## config.mk

```make
export PLATFORM = sky130hd
export DESIGN_NAME = sdpci_device_flat
export DESIGN_NICKNAME = d
export VERILOG_FILES = /design/src/hw/sdpci_pkg.sv /design/src/hw/sdpci_if.sv /design/src/hw/sdpci_device.sv /design/src/flat_wrapper.sv
export SDC_FILE = /design/constraint.sdc
export NUM_CORES = 2
export LEC_CHECK = 0
export BUFFER_PORTS_ARGS = -buffer_cell sky130_fd_sc_hd__clkbuf_2
export CAP_MARGIN = 25
export CORE_ASPECT_RATIO = 0.9
export CORE_MARGIN = 3
export CORE_UTILIZATION = 50
export DETAILED_ROUTE_END_ITERATION = 7
export HOLD_SLACK_MARGIN = 0.06
export PLACE_DENSITY = 0.62
export SLEW_MARGIN = 20
export SYNTH_ARGS = -nofsm -noshare
export SYNTH_HDL_FRONTEND = slang
export SYNTH_SLANG_ARGS = --single-unit
```

## constraint.sdc

```tcl
create_clock -name ref_clk -period 8.9 [get_ports ref_clk]
set_input_delay 1.78 -clock ref_clk [delete_from_list [all_inputs] [get_ports ref_clk]]
set_output_delay 1.78 -clock ref_clk [all_outputs]
set_load 0.005 [all_outputs]
```

## src/hw/sdpci_pkg.sv

```systemverilog
// sdpci_pkg: shared constants and types for the sdram pin command interface
// assumes: both ends of the link run on the same ref_clk
`default_nettype none
package sdpci_pkg;

  // ==========================================================
  // widths, scope bit position and latencies
  localparam int ADDR_W      = 13;
  localparam int BANK_W      = 2;
  localparam int BANKS       = 4;
  localparam int DATA_W      = 16;
  localparam int LANES       = 2;
  localparam int COL_W_X16   = 9;
  localparam int COL_W_X8    = 10;
  localparam int SCOPE_BIT   = 10;
  localparam int MASK_DELAY  = 2;
  localparam int READ_LAT    = 2;

  // ==========================================================
  // commands as {row, col, write} strobe levels, active low
  localparam logic [2:0] CMD_NOP    = 3'h7;
  localparam logic [2:0] CMD_STOP   = 3'h6;
  localparam logic [2:0] CMD_READ   = 3'h5;
  localparam logic [2:0] CMD_WRITE  = 3'h4;
  localparam logic [2:0] CMD_ACT    = 3'h3;
  localparam logic [2:0] CMD_PRE    = 3'h2;
  localparam logic [2:0] CMD_REF    = 3'h1;
  localparam logic [2:0] CMD_MODE   = 3'h0;

  // ==========================================================
  // reset values
  localparam logic [ADDR_W-1:0] MODE_RESET = 13'h0000;

  typedef enum logic [2:0] {
    SDPCI_OP_NOP,
    SDPCI_OP_ACT,
    SDPCI_OP_READ,
    SDPCI_OP_WRITE,
    SDPCI_OP_PRE,
    SDPCI_OP_MODE,
    SDPCI_OP_REF
  } sdpci_op_e;

endpackage : sdpci_pkg
`default_nettype wire

```

## src/hw/sdpci_if.sv

```systemverilog
// sdpci_if: pin bundle between the memory device and its controller
// assumes: testbench resolves data_lines from the two enables
`timescale 1ns/10ps
`default_nettype none
interface sdpci_if;
  logic                             clk_gate;
  logic                             cmd_sel_n;
  logic                             row_strobe_n;
  logic                             col_strobe_n;
  logic                             wr_strobe_n;
  logic                             bank_select_lsb;
  logic                             bank_select_msb;
  logic [sdpci_pkg::ADDR_W-1:0]     addr;
  logic                             low_byte_mask;
  logic                             high_byte_mask;
  logic [sdpci_pkg::DATA_W-1:0]     host_data_out;
  logic                             host_data_oe;
  logic [sdpci_pkg::DATA_W-1:0]     dev_data_out;
  logic [sdpci_pkg::LANES-1:0]      dev_data_oe;
  logic [sdpci_pkg::DATA_W-1:0]     data_lines_in;

  modport device (
    input  clk_gate, cmd_sel_n, row_strobe_n, col_strobe_n, wr_strobe_n,
    input  bank_select_lsb, bank_select_msb, addr, low_byte_mask, high_byte_mask,
    input  data_lines_in,
    output dev_data_out, dev_data_oe
  );
  modport host (
    output clk_gate, cmd_sel_n, row_strobe_n, col_strobe_n, wr_strobe_n,
    output bank_select_lsb, bank_select_msb, addr, low_byte_mask, high_byte_mask,
    output host_data_out, host_data_oe,
    input  data_lines_in
  );
endinterface : sdpci_if
`default_nettype wire

```

## src/hw/sdpci_device.sv

```systemverilog
// sdpci_device: memory device end, four banks, sixteen-bit data, byte masks
// assumes: pins sampled on ref_clk; small array stands in for the full memory
// Functional notes
// - activate captures thirteen-bit row address
// - column from low nine or ten lines; the stand-in array uses only the low four
// - scope bit means auto-precharge on access
// - precharge scope high closes all banks
// - mode load takes op-code from address
// - bank lines pick the addressed bank
// - command decoded from three strobes, select
// - edge ignored while clock gate low
// - gate low means suspend or power-down
// - clock gate needs no edge sampling
// - other inputs captured on rising edge
// - select high ignores commands, keeps state
// - low mask lower byte, high upper
// - read lane tristated while its mask high
// - write stores only unmasked lanes
// - latch write data, drive read data
// - read mask applies two cycles later
// - precharge-all ignores the bank lines
// - row stays open until precharged
`timescale 1ns/10ps
`default_nettype none
module sdpci_device #(
  parameter int COL_W   = sdpci_pkg::COL_W_X16,
  parameter int ARR_COL = 16
) (
  input  wire logic ref_clk,
  input  wire logic reset,
  sdpci_if.device   pins,
  output logic [sdpci_pkg::ADDR_W-1:0] mode_word,
  output logic [sdpci_pkg::BANKS-1:0]  bank_open,
  output logic                         gated
);
  // ==========================================================
  // sizes of the small stand-in array
  localparam int CW      = $clog2(ARR_COL);
  // one row bit kept per bank, so an activate really picks storage
  localparam int ARR_ROW = 2;
  localparam int RW      = $clog2(ARR_ROW);
  localparam int DEPTH   = sdpci_pkg::BANKS * ARR_ROW * ARR_COL;
  localparam int IW      = $clog2(DEPTH);
  localparam int LANE_W  = sdpci_pkg::DATA_W / sdpci_pkg::LANES;

  // ==========================================================
  // state
  typedef struct packed {
    logic [sdpci_pkg::ADDR_W-1:0]                        mode_q;
    logic [sdpci_pkg::BANKS-1:0]                         open_q;
    logic [sdpci_pkg::BANKS-1:0][sdpci_pkg::ADDR_W-1:0]  row_q;
    logic [sdpci_pkg::BANKS-1:0]                         ap_q;
    logic [sdpci_pkg::READ_LAT-1:0]                      rd_pipe_q;
    logic [sdpci_pkg::READ_LAT-1:0][sdpci_pkg::DATA_W-1:0] rd_data_q;
    logic [sdpci_pkg::MASK_DELAY-1:0][sdpci_pkg::LANES-1:0] mask_pipe_q;
    logic [sdpci_pkg::DATA_W-1:0]                        dout_q;
    logic [sdpci_pkg::LANES-1:0]                         oe_q;
    logic                                                gated_q;
  } sdpci_dev_s;

  sdpci_dev_s st_q;
  sdpci_dev_s st_d;

  // ==========================================================
  // decode
  function automatic sdpci_pkg::sdpci_op_e decode_cmd(input logic sel_n,
                                                      input logic [2:0] str);
    sdpci_pkg::sdpci_op_e op;
    op = sdpci_pkg::SDPCI_OP_NOP;
    if (!sel_n)
    begin
      case (str)
        sdpci_pkg::CMD_ACT:   op = sdpci_pkg::SDPCI_OP_ACT;
        sdpci_pkg::CMD_READ:  op = sdpci_pkg::SDPCI_OP_READ;
        sdpci_pkg::CMD_WRITE: op = sdpci_pkg::SDPCI_OP_WRITE;
        sdpci_pkg::CMD_PRE:   op = sdpci_pkg::SDPCI_OP_PRE;
        sdpci_pkg::CMD_MODE:  op = sdpci_pkg::SDPCI_OP_MODE;
        sdpci_pkg::CMD_REF:   op = sdpci_pkg::SDPCI_OP_REF;
        default:              op = sdpci_pkg::SDPCI_OP_NOP;
      endcase
    end
    return op;
  endfunction : decode_cmd

  sdpci_pkg::sdpci_op_e         op;
  logic [sdpci_pkg::BANK_W-1:0] bank;
  logic [CW-1:0]                col;
  logic [RW-1:0]                row_sel;
  logic [sdpci_pkg::LANES-1:0]  mask_now;
  logic                         scope;
  logic                         wr_hit;
  logic [IW-1:0]                mem_idx;
  wire  [sdpci_pkg::DATA_W-1:0] rd_word;

  assign op       = decode_cmd(pins.cmd_sel_n,
                    {pins.row_strobe_n, pins.col_strobe_n, pins.wr_strobe_n});
  assign bank     = {pins.bank_select_msb, pins.bank_select_lsb};
  // column lines only, scope bit excluded
  assign col      = pins.addr[CW-1:0];
  assign scope    = pins.addr[sdpci_pkg::SCOPE_BIT];
  assign mask_now = {pins.high_byte_mask, pins.low_byte_mask};
  // open row of the addressed bank picks storage
  assign row_sel  = st_q.row_q[bank][RW-1:0];
  assign mem_idx  = {bank, row_sel, col};
  assign wr_hit   = pins.clk_gate && op == sdpci_pkg::SDPCI_OP_WRITE && st_q.open_q[bank];

  // ==========================================================
  // next state
  always_comb
  begin
    st_d = st_q;
    // gate level used as-is, not edge sampled; held state while low
    st_d.gated_q = !pins.clk_gate;
    if (pins.clk_gate)
    begin
      st_d.rd_pipe_q   = {st_q.rd_pipe_q[sdpci_pkg::READ_LAT-2:0], 1'b0};
      st_d.rd_data_q   = {st_q.rd_data_q[sdpci_pkg::READ_LAT-2:0], 16'h0000};
      st_d.mask_pipe_q = {st_q.mask_pipe_q[sdpci_pkg::MASK_DELAY-2:0], mask_now};
      st_d.dout_q      = st_q.rd_data_q[sdpci_pkg::READ_LAT-1];
      // read slot flag, lanes masked at the pins
      st_d.oe_q        = {sdpci_pkg::LANES{st_q.rd_pipe_q[sdpci_pkg::READ_LAT-1]}};
      case (op)
        sdpci_pkg::SDPCI_OP_ACT:
        begin
          st_d.open_q[bank] = 1'b1;
          st_d.row_q[bank]  = pins.addr;
        end
        sdpci_pkg::SDPCI_OP_READ:
        begin
          if (st_q.open_q[bank])
          begin
            st_d.rd_pipe_q[0] = 1'b1;
            st_d.rd_data_q[0] = rd_word;
            if (scope)
              st_d.open_q[bank] = 1'b0;
          end
        end
        sdpci_pkg::SDPCI_OP_WRITE:
        begin
          if (st_q.open_q[bank] && scope)
            st_d.open_q[bank] = 1'b0;
        end
        sdpci_pkg::SDPCI_OP_PRE:
        begin
          // scope chooses all or one, bank ignored for all
          if (scope)
            st_d.open_q = '0;
          else
            st_d.open_q[bank] = 1'b0;
        end
        sdpci_pkg::SDPCI_OP_MODE:
          st_d.mode_q = pins.addr;
        default:
          st_d.open_q = st_d.open_q;
      endcase
    end
    else
    begin
      // suspended edge: pipes and all outputs but gated frozen
      st_d.open_q = st_q.open_q;
    end
  end

  // ==========================================================
  // registers
  // rising-edge capture
  always_ff @(posedge ref_clk)
  begin
    if (reset)
    begin
      st_q        <= '0;
      st_q.mode_q <= sdpci_pkg::MODE_RESET;
    end
    else
    begin
      st_q <= st_d;
    end
  end

  // ==========================================================
  // byte-lane arrays, kept out of the state struct
  // no reset so each lane can map to a memory; contents undefined until written
  for (genvar g = 0; g < sdpci_pkg::LANES; g++)
  begin : g_lane
    logic [LANE_W-1:0] lane_mem [DEPTH];

    always_ff @(posedge ref_clk)
    begin
      if (wr_hit && !mask_now[g])
        lane_mem[mem_idx] <= pins.data_lines_in[g*LANE_W +: LANE_W];
    end

    // array word read here, registered in the pipe
    assign rd_word[g*LANE_W +: LANE_W] = lane_mem[mem_idx];
  end : g_lane

  // ==========================================================
  // outputs
  assign pins.dev_data_out = st_q.dout_q;
  // mask sampled two edges before the host samples the data
  assign pins.dev_data_oe  = st_q.oe_q & ~st_q.mask_pipe_q[sdpci_pkg::MASK_DELAY-1];
  assign mode_word         = st_q.mode_q;
  assign bank_open         = st_q.open_q;
  assign gated             = st_q.gated_q;

endmodule : sdpci_device
`default_nettype wire

```

## src/flat_wrapper.sv

```systemverilog
// flat-port wrapper written by rule: the top's interface ports become plain ports
module sdpci_device_flat 
#(
  parameter int COL_W   = sdpci_pkg::COL_W_X16,
  parameter int ARR_COL = 16
)
  (ref_clk, reset, mode_word, bank_open, gated, pins_clk_gate, pins_cmd_sel_n, pins_row_strobe_n, pins_col_strobe_n, pins_wr_strobe_n, pins_bank_select_lsb, pins_bank_select_msb, pins_addr, pins_low_byte_mask, pins_high_byte_mask, pins_data_lines_in, pins_dev_data_out, pins_dev_data_oe);
  sdpci_if pins_i ();
  input  wire logic ref_clk;
  input  wire logic reset;
  output logic [sdpci_pkg::ADDR_W-1:0] mode_word;
  output logic [sdpci_pkg::BANKS-1:0] bank_open;
  output logic gated;
  input wire logic [$bits(pins_i.clk_gate)-1:0] pins_clk_gate;
  input wire logic [$bits(pins_i.cmd_sel_n)-1:0] pins_cmd_sel_n;
  input wire logic [$bits(pins_i.row_strobe_n)-1:0] pins_row_strobe_n;
  input wire logic [$bits(pins_i.col_strobe_n)-1:0] pins_col_strobe_n;
  input wire logic [$bits(pins_i.wr_strobe_n)-1:0] pins_wr_strobe_n;
  input wire logic [$bits(pins_i.bank_select_lsb)-1:0] pins_bank_select_lsb;
  input wire logic [$bits(pins_i.bank_select_msb)-1:0] pins_bank_select_msb;
  input wire logic [$bits(pins_i.addr)-1:0] pins_addr;
  input wire logic [$bits(pins_i.low_byte_mask)-1:0] pins_low_byte_mask;
  input wire logic [$bits(pins_i.high_byte_mask)-1:0] pins_high_byte_mask;
  input wire logic [$bits(pins_i.data_lines_in)-1:0] pins_data_lines_in;
  output wire logic [$bits(pins_i.dev_data_out)-1:0] pins_dev_data_out;
  output wire logic [$bits(pins_i.dev_data_oe)-1:0] pins_dev_data_oe;
  assign pins_i.clk_gate = pins_clk_gate;
  assign pins_i.cmd_sel_n = pins_cmd_sel_n;
  assign pins_i.row_strobe_n = pins_row_strobe_n;
  assign pins_i.col_strobe_n = pins_col_strobe_n;
  assign pins_i.wr_strobe_n = pins_wr_strobe_n;
  assign pins_i.bank_select_lsb = pins_bank_select_lsb;
  assign pins_i.bank_select_msb = pins_bank_select_msb;
  assign pins_i.addr = pins_addr;
  assign pins_i.low_byte_mask = pins_low_byte_mask;
  assign pins_i.high_byte_mask = pins_high_byte_mask;
  assign pins_i.data_lines_in = pins_data_lines_in;
  assign pins_dev_data_out = pins_i.dev_data_out;
  assign pins_dev_data_oe = pins_i.dev_data_oe;
  sdpci_device #(.COL_W(COL_W), .ARR_COL(ARR_COL)) u_core (.ref_clk(ref_clk), .reset(reset), .pins(pins_i), .mode_word(mode_word), .bank_open(bank_open), .gated(gated));
endmodule
```

; Yosys cells after proc, flatten, opt, wreduce, memory -nomap -nowiden
; Memory sizes are Yosys's and may differ from the RTL's.
; Index checks and enable logic that the tools add are counted.
[classes]
multipliers = 0
eq_ne = 13
n_addsub = 0
shift = 0
bitwise_logic = 5
n_reduce_logical = 14
n_mux = 24
n_div = 0
n_lt_le_gt_ge = 2
[ops]
columns = op, count
row1 = $bwmux W52, 1
row2 = $mux W16, 2
row3 = $bmux W13 S2, 1
row4 = $demux W13 S2, 1
row5 = $pmux W3 S6, 1
row6 = $mux W4, 4
row7 = $pmux W4 S4, 1
row8 = $mux W13, 1
row9 = $eq A3 B2 Y1 const B, 4
row10 = $eq A3 B3 Y1 const B, 4
row11 = $mux W1, 9
row12 = $eq A3 B1 Y1 const B, 2
row13 = $logic_and A1 B1 Y1, 6
row14 = $reduce_and A5 Y1, 1
row15 = $and A4 B4 Y4, 1
row16 = $ne A2 B2 Y1 const B, 2
row17 = $not A4 Y4, 1
row18 = $or A4 B4 Y4, 1
row19 = $reduce_and A2 Y1, 2
row20 = $reduce_bool A4 Y1, 1
row21 = $logic_not A1 Y1, 3
row22 = $logic_not A3 Y1, 1
row23 = $lt A2 B3 Y1 const B, 1
row24 = $mux W3, 1
row25 = 6 further kinds, 6
[word_totals]
latchBits = 0
mem_count = 2
ff_bits = 125
out_inout_bits = 36
ramBits = 2048
romBits = 0
[mem_list]
columns = name, words, width, read_ports, rd_clocked_by_memory_dff, wr, line_no
row1 = u_core.g_lane[0].lane_mem, 128, 8, 1, 0, 1, sdpci_device.sv:185  ; logic [LANE_W-1:0] lane_mem [DEPTH];
row2 = u_core.g_lane[1].lane_mem, 128, 8, 1, 0, 1, sdpci_device.sv:185

; Logic depth before layout (Yosys ltp)
[depth]
ltp_word = 9
mapped_depth = 10

; Worst setup path after synthesis
; Ideal clock, no wire load.
[synth_timing]
kind = input -> register
start = input port pins_bank_select_lsb
end = memory u_core.g_lane[1].lane_mem[20][0] in the netlist's numbering, enable pin
cell_stages = 8
t_required_ns = 8.530
t_arrival_ns = 3.647
setup_slack_ns = 4.882
n_path_buf = 2
setup_time_ns = 0.370
path_cell_list = buf_6 > mux4_2 > nand2_2 > or4_1 > nor2_2 > nand2_2 > buf_6 > nor2_1
[synth_via]
elab_chain_cells = 6
word_cells_on_any_way = 8
cone_classes = mux (6) / reduce/logical (2)
[synth_lines]
columns = item, line_no
row1 = from (decl), flat_wrapper.sv:19  ; input wire logic [$bits(pins_i.bank_select_lsb)-1:0] pins_bank_select_lsb;
row2 = $bmux W1 S2, sdpci_device.sv:105  ; assign wr_hit = pins.clk_gate && op == sdpci_pkg::SDPCI_OP_WRITE && st_q.open_q[bank];
row3 = $mux W1 (implied by the code), sdpci_device.sv:105
row4 = $logic_and A1 B1 Y1, sdpci_device.sv:105
row5 = $logic_and A1 B1 Y1, sdpci_device.sv:189  ; if (wr_hit && !mask_now[g])
row6 = $mux W1, sdpci_device.sv:189
row7 = $mux W1 (implied by the code), sdpci_device.sv:190  ; lane_mem[mem_idx] <= pins.data_lines_in[g*LANE_W +: LANE_W];
row8 = to (decl), sdpci_device.sv:185
; Parallel ways exist; a longest one is shown, timed or not. The select of a mux whose other input is x is not followed.

; Worst setup path after layout
[layout_timing]
start = input port pins_addr[1]
end = register u_core.st_q[36] in the netlist's numbering
[layout_via]
elab_chain_cells = 3
[layout_lines]
columns = item, line_no
row1 = from (decl), flat_wrapper.sv:21  ; input wire logic [$bits(pins_i.addr)-1:0] pins_addr;
row2 = $mem_v2 Z128 W8, --
row3 = $mux W16, sdpci_device.sv:130  ; if (st_q.open_q[bank])
row4 = $mux W16, sdpci_device.sv:122  ; case (op)
row5 = to (signal assigned), sdpci_device.sv:176  ; st_q <= st_d;
row6 = to (decl), sdpci_device.sv:61  ; sdpci_dev_s st_q;
; No other way between the ends.
; A chain may end at the register's enable or synchronous reset.

==> reports/summary.txt <==
First-pass DRT Iterations: 6
Core outline area: 162900 sq um
Starting Density: 0.5067
Via Count: 45263
Worst-path cell chain: buf_2 -> nor2b_4 -> buf_12 -> buf_4 -> a221oi_1 -> o21a_1 -> o21ai_1 -> o2111ai_1 -> o31ai_1
Layout cells sized above 1: 0.1340
Hold Crit Class: reg -> reg
Final count of pins violating max slew: 0
First-pass GRT wire length: 305900 microns
Worst EP arrival: 5890 ps
Clock root buffer master: clkbuf_16
# H-tree levels: 4
Die area: 170000 sq um
Status: finished clean
CP Launch Type: input pin
Net Sw Power: 4.296 mW
Final Non-Filler Cells: 7027
Final WL: 210600 microns
# hold bufs at CTS: 0
Initial antenna violation count: 9
Top cell type's share of synthesized area: 0.7451
Die Y: 391.4 microns
Max Cap Viol: 0
# IOs: 76
Top post-synthesis cells by area: edfxtp_1 75%, mux2i_1 5.3%, a221oi_1 5.2%
DRT iter0 DRCs: 5105
Number of synthesized flops with an enable pin: 2048
Slew HR: 0.2723
Post-CTS sizing: 0
Most common cell in the netlist: edfxtp_1
Power Total: 20.40 mW
Synth unique cells: 64
Commonest cells in the netlist: 2048 x edfxtp_1, 493 x a221oi_1, 436 x mux2i_1
Power Density: 224.6 nW/um^2
Fin Setup TNS: 0 ps
Sequential share of the synthesized area: 0.7638
WS Path Type: in -> reg
Synth Instances: 4797
Nets@finish: 4770
GPL Wtd Cong: 0.8076
Final Hold Violating Endpoints: 0
Slowest stage delay, CP: 730 ps
Clock sinks: 2125
DIE WIDTH: 434.3 microns
Slew of the pin with the lowest slew margin: 1092 ps
Worst path required time: 9610 ps
Largest net degree at the start of global routing: 181
Seq pwr share: 0.537
Synth area leader: edfxtp_1
Clock group share of total power: 0.418
Internal Power: 16.10 mW
Number of global-route vias before repair: 43882
Final setup viols: 0
Slowest CP cell: buf_4
Static leakage: 28.55 nW
Total CTS buffers: 205
Syn nets: 4837
Row count: 140
Hpwl dp: 121200 microns
#FFs+latches synth: 2125
RSZ-0062 raised after global routing: no
Prevailing post-synth register cell: edfxtp_1
Synthesized area: 82540 sq um
DR WL/cell: 29.96 microns
Critical path capture point type: flop
Clock buffer depth: 3
Via-to-Cell Ratio: 6.441
Avg Inst Size Synth: 17.21 sq um
Tmin final: 5172 ps
Grt total ovfl: 0
CP Max Fanout: 132
Clk Latency, worst-skew pair: 810 ps
Async set-reset flop share out of synthesis: 0
Combinational Power Share: 0.045
Clock Skews: 31.74 ps
# fillers: 12604
Placed Instances: 6652
Number of remaining DRC errors: 0
Share of the clock period used by the worst path after layout: 0.5812
WP buf/inv: 3
CTS tree: yes
Max Fclk: 0.1933 GHz
Crit path max-delay family: buffers and inverters
Final ANT Viol Nets: 0
Ys Warns: 0
Clock transition at the registers of the reported paths: 70 ps
Post-CTS setup buffers: 0
Switching share of total power: 0.2106
Port bufs: 75
Area grow syn2layout: 10.05%
Worst vdd ir: 192.4 uV
Total track usage: 0.2457
-- registers in the layout, indices dropped and copies added, names as in the netlist --
signal                    flops
u_core.st_q                  43
u_core.bank_open              4
u_core.g_lane.lane_mem     2048
u_core.pins.dev_data_out     16
u_core.gated                  1
u_core.mode_word             13
-- worst register-to-register path, delay by kind of cell, from the launching register on --
| kind | cells | cell delay, ps |
|---|---|---|
| mux | 1 | 1040 |
| simple gates | 2 | 1630 |
| buf+inv | 1 | 380 |
| flops | 1 | 380 |
-- cells by family (layout without fill, tap and decap cells) --
logic type | count (synthesis) | in the layout | share of synthesized area
AOI/OAI and AO/OA | 1115 | 1115 | 0.1095
muxes | 559 | 559 | 0.07034
and+or+nand+nor | 575 | 575 | 0.03044
DFF | 2125 | 2125 | 0.7638
other | 0 | 3 | 0
buffers and inverters | 423 | 520 | 0.02592
-- metrics by stage --
stage	cell area (sq um)	hold WS, ps	setup WS [ps]	util
6_report	90830	453.7	3728	0.5576
2_1_floorplan	82540	424.8	4882	-
3_3_place_gp	84160	435.2	2878	0.5166
5_1_grt	90820	471.6	3666	0.5575
3_5_place_dp	84230	442.2	3009	0.5171
4_1_cts	90790	455.9	3887	0.5573
-- routing by layer --
metal,share of wire,vias to the layer above,GRT usage
li1,-,19617,-
met1,0.43,23294,0.3644
met2,0.46,2027,0.3718
met3,0.082,323,0.04689
met4,0.028,2,0.07199
met5,0.000062,-,0
-- final timing paths --
| check | start | endpoint | slack [ps] | depth (start not counted) |
|---|---|---|---|---|
| worst min-delay path | u_core.mode_word[10]$_SDFFE_PP0P_ | u_core.mode_word[10]$_SDFFE_PP0P_ | 450 | 2 |
| worst min register to register | u_core.mode_word[10]$_SDFFE_PP0P_ | u_core.mode_word[10]$_SDFFE_PP0P_ | 450 | 2 |
| worst max-delay path | pins_addr[1] | u_core.st_q[36]$_SDFFE_PP0P_ | 3730 | 9 |
| worst max register to register | u_core.st_q[61]$_SDFFE_PP0P_ | u_core.g_lane[1].lane_mem[77][6]$_DFFE_PP_ | 5100 | 4 |
-- cell usage in the layout (no fill, tap or decap), types with 43 or more instances in the layout --
cell type  instances
a221oi_1         493
buf_4             77
clkbuf_16        209
clkbuf_2          54
dfxtp_1           77
edfxtp_1        2048
mux2_2           118
mux2i_1          436
nand2_1           54
nor2_1           409
o21ai_0          120
o221ai_1          67
o22ai_1           82
o32a_1            43
-- power groups by stage --
| stage | Clock [mW] | Sequential, mW | Combinational, mW |
|---|---|---|---|
| CTS | 8.63 | 11.0 | 0.921 |
| floorplan | 0 | 11.2 | 0.494 |
| global route | 9.02 | 11.0 | 0.979 |
| global placement | 0 | 11.2 | 0.907 |
| detailed placement | 0 | 11.2 | 0.920 |
| finish | 8.52 | 11.0 | 0.923 |
-- cell type report --
type | count | area [sq um] | area share
Inverter | 1 | 11.26 | 0.0001240
Sequential cell | 2125 | 63040 | 0.6941
Multi-Input combinational cell | 2249 | 17430 | 0.1919
Tap cell | 2130 | 2665 | 0.02934
Clock inverter | 113 | 1076 | 0.01185
Timing Repair Buffer | 148 | 1119 | 0.01232
Clock buffer | 258 | 5484 | 0.06038
Antenna cell | 3 | 7.507 | 0.00008265
Power figures use the tool's default switching activity.
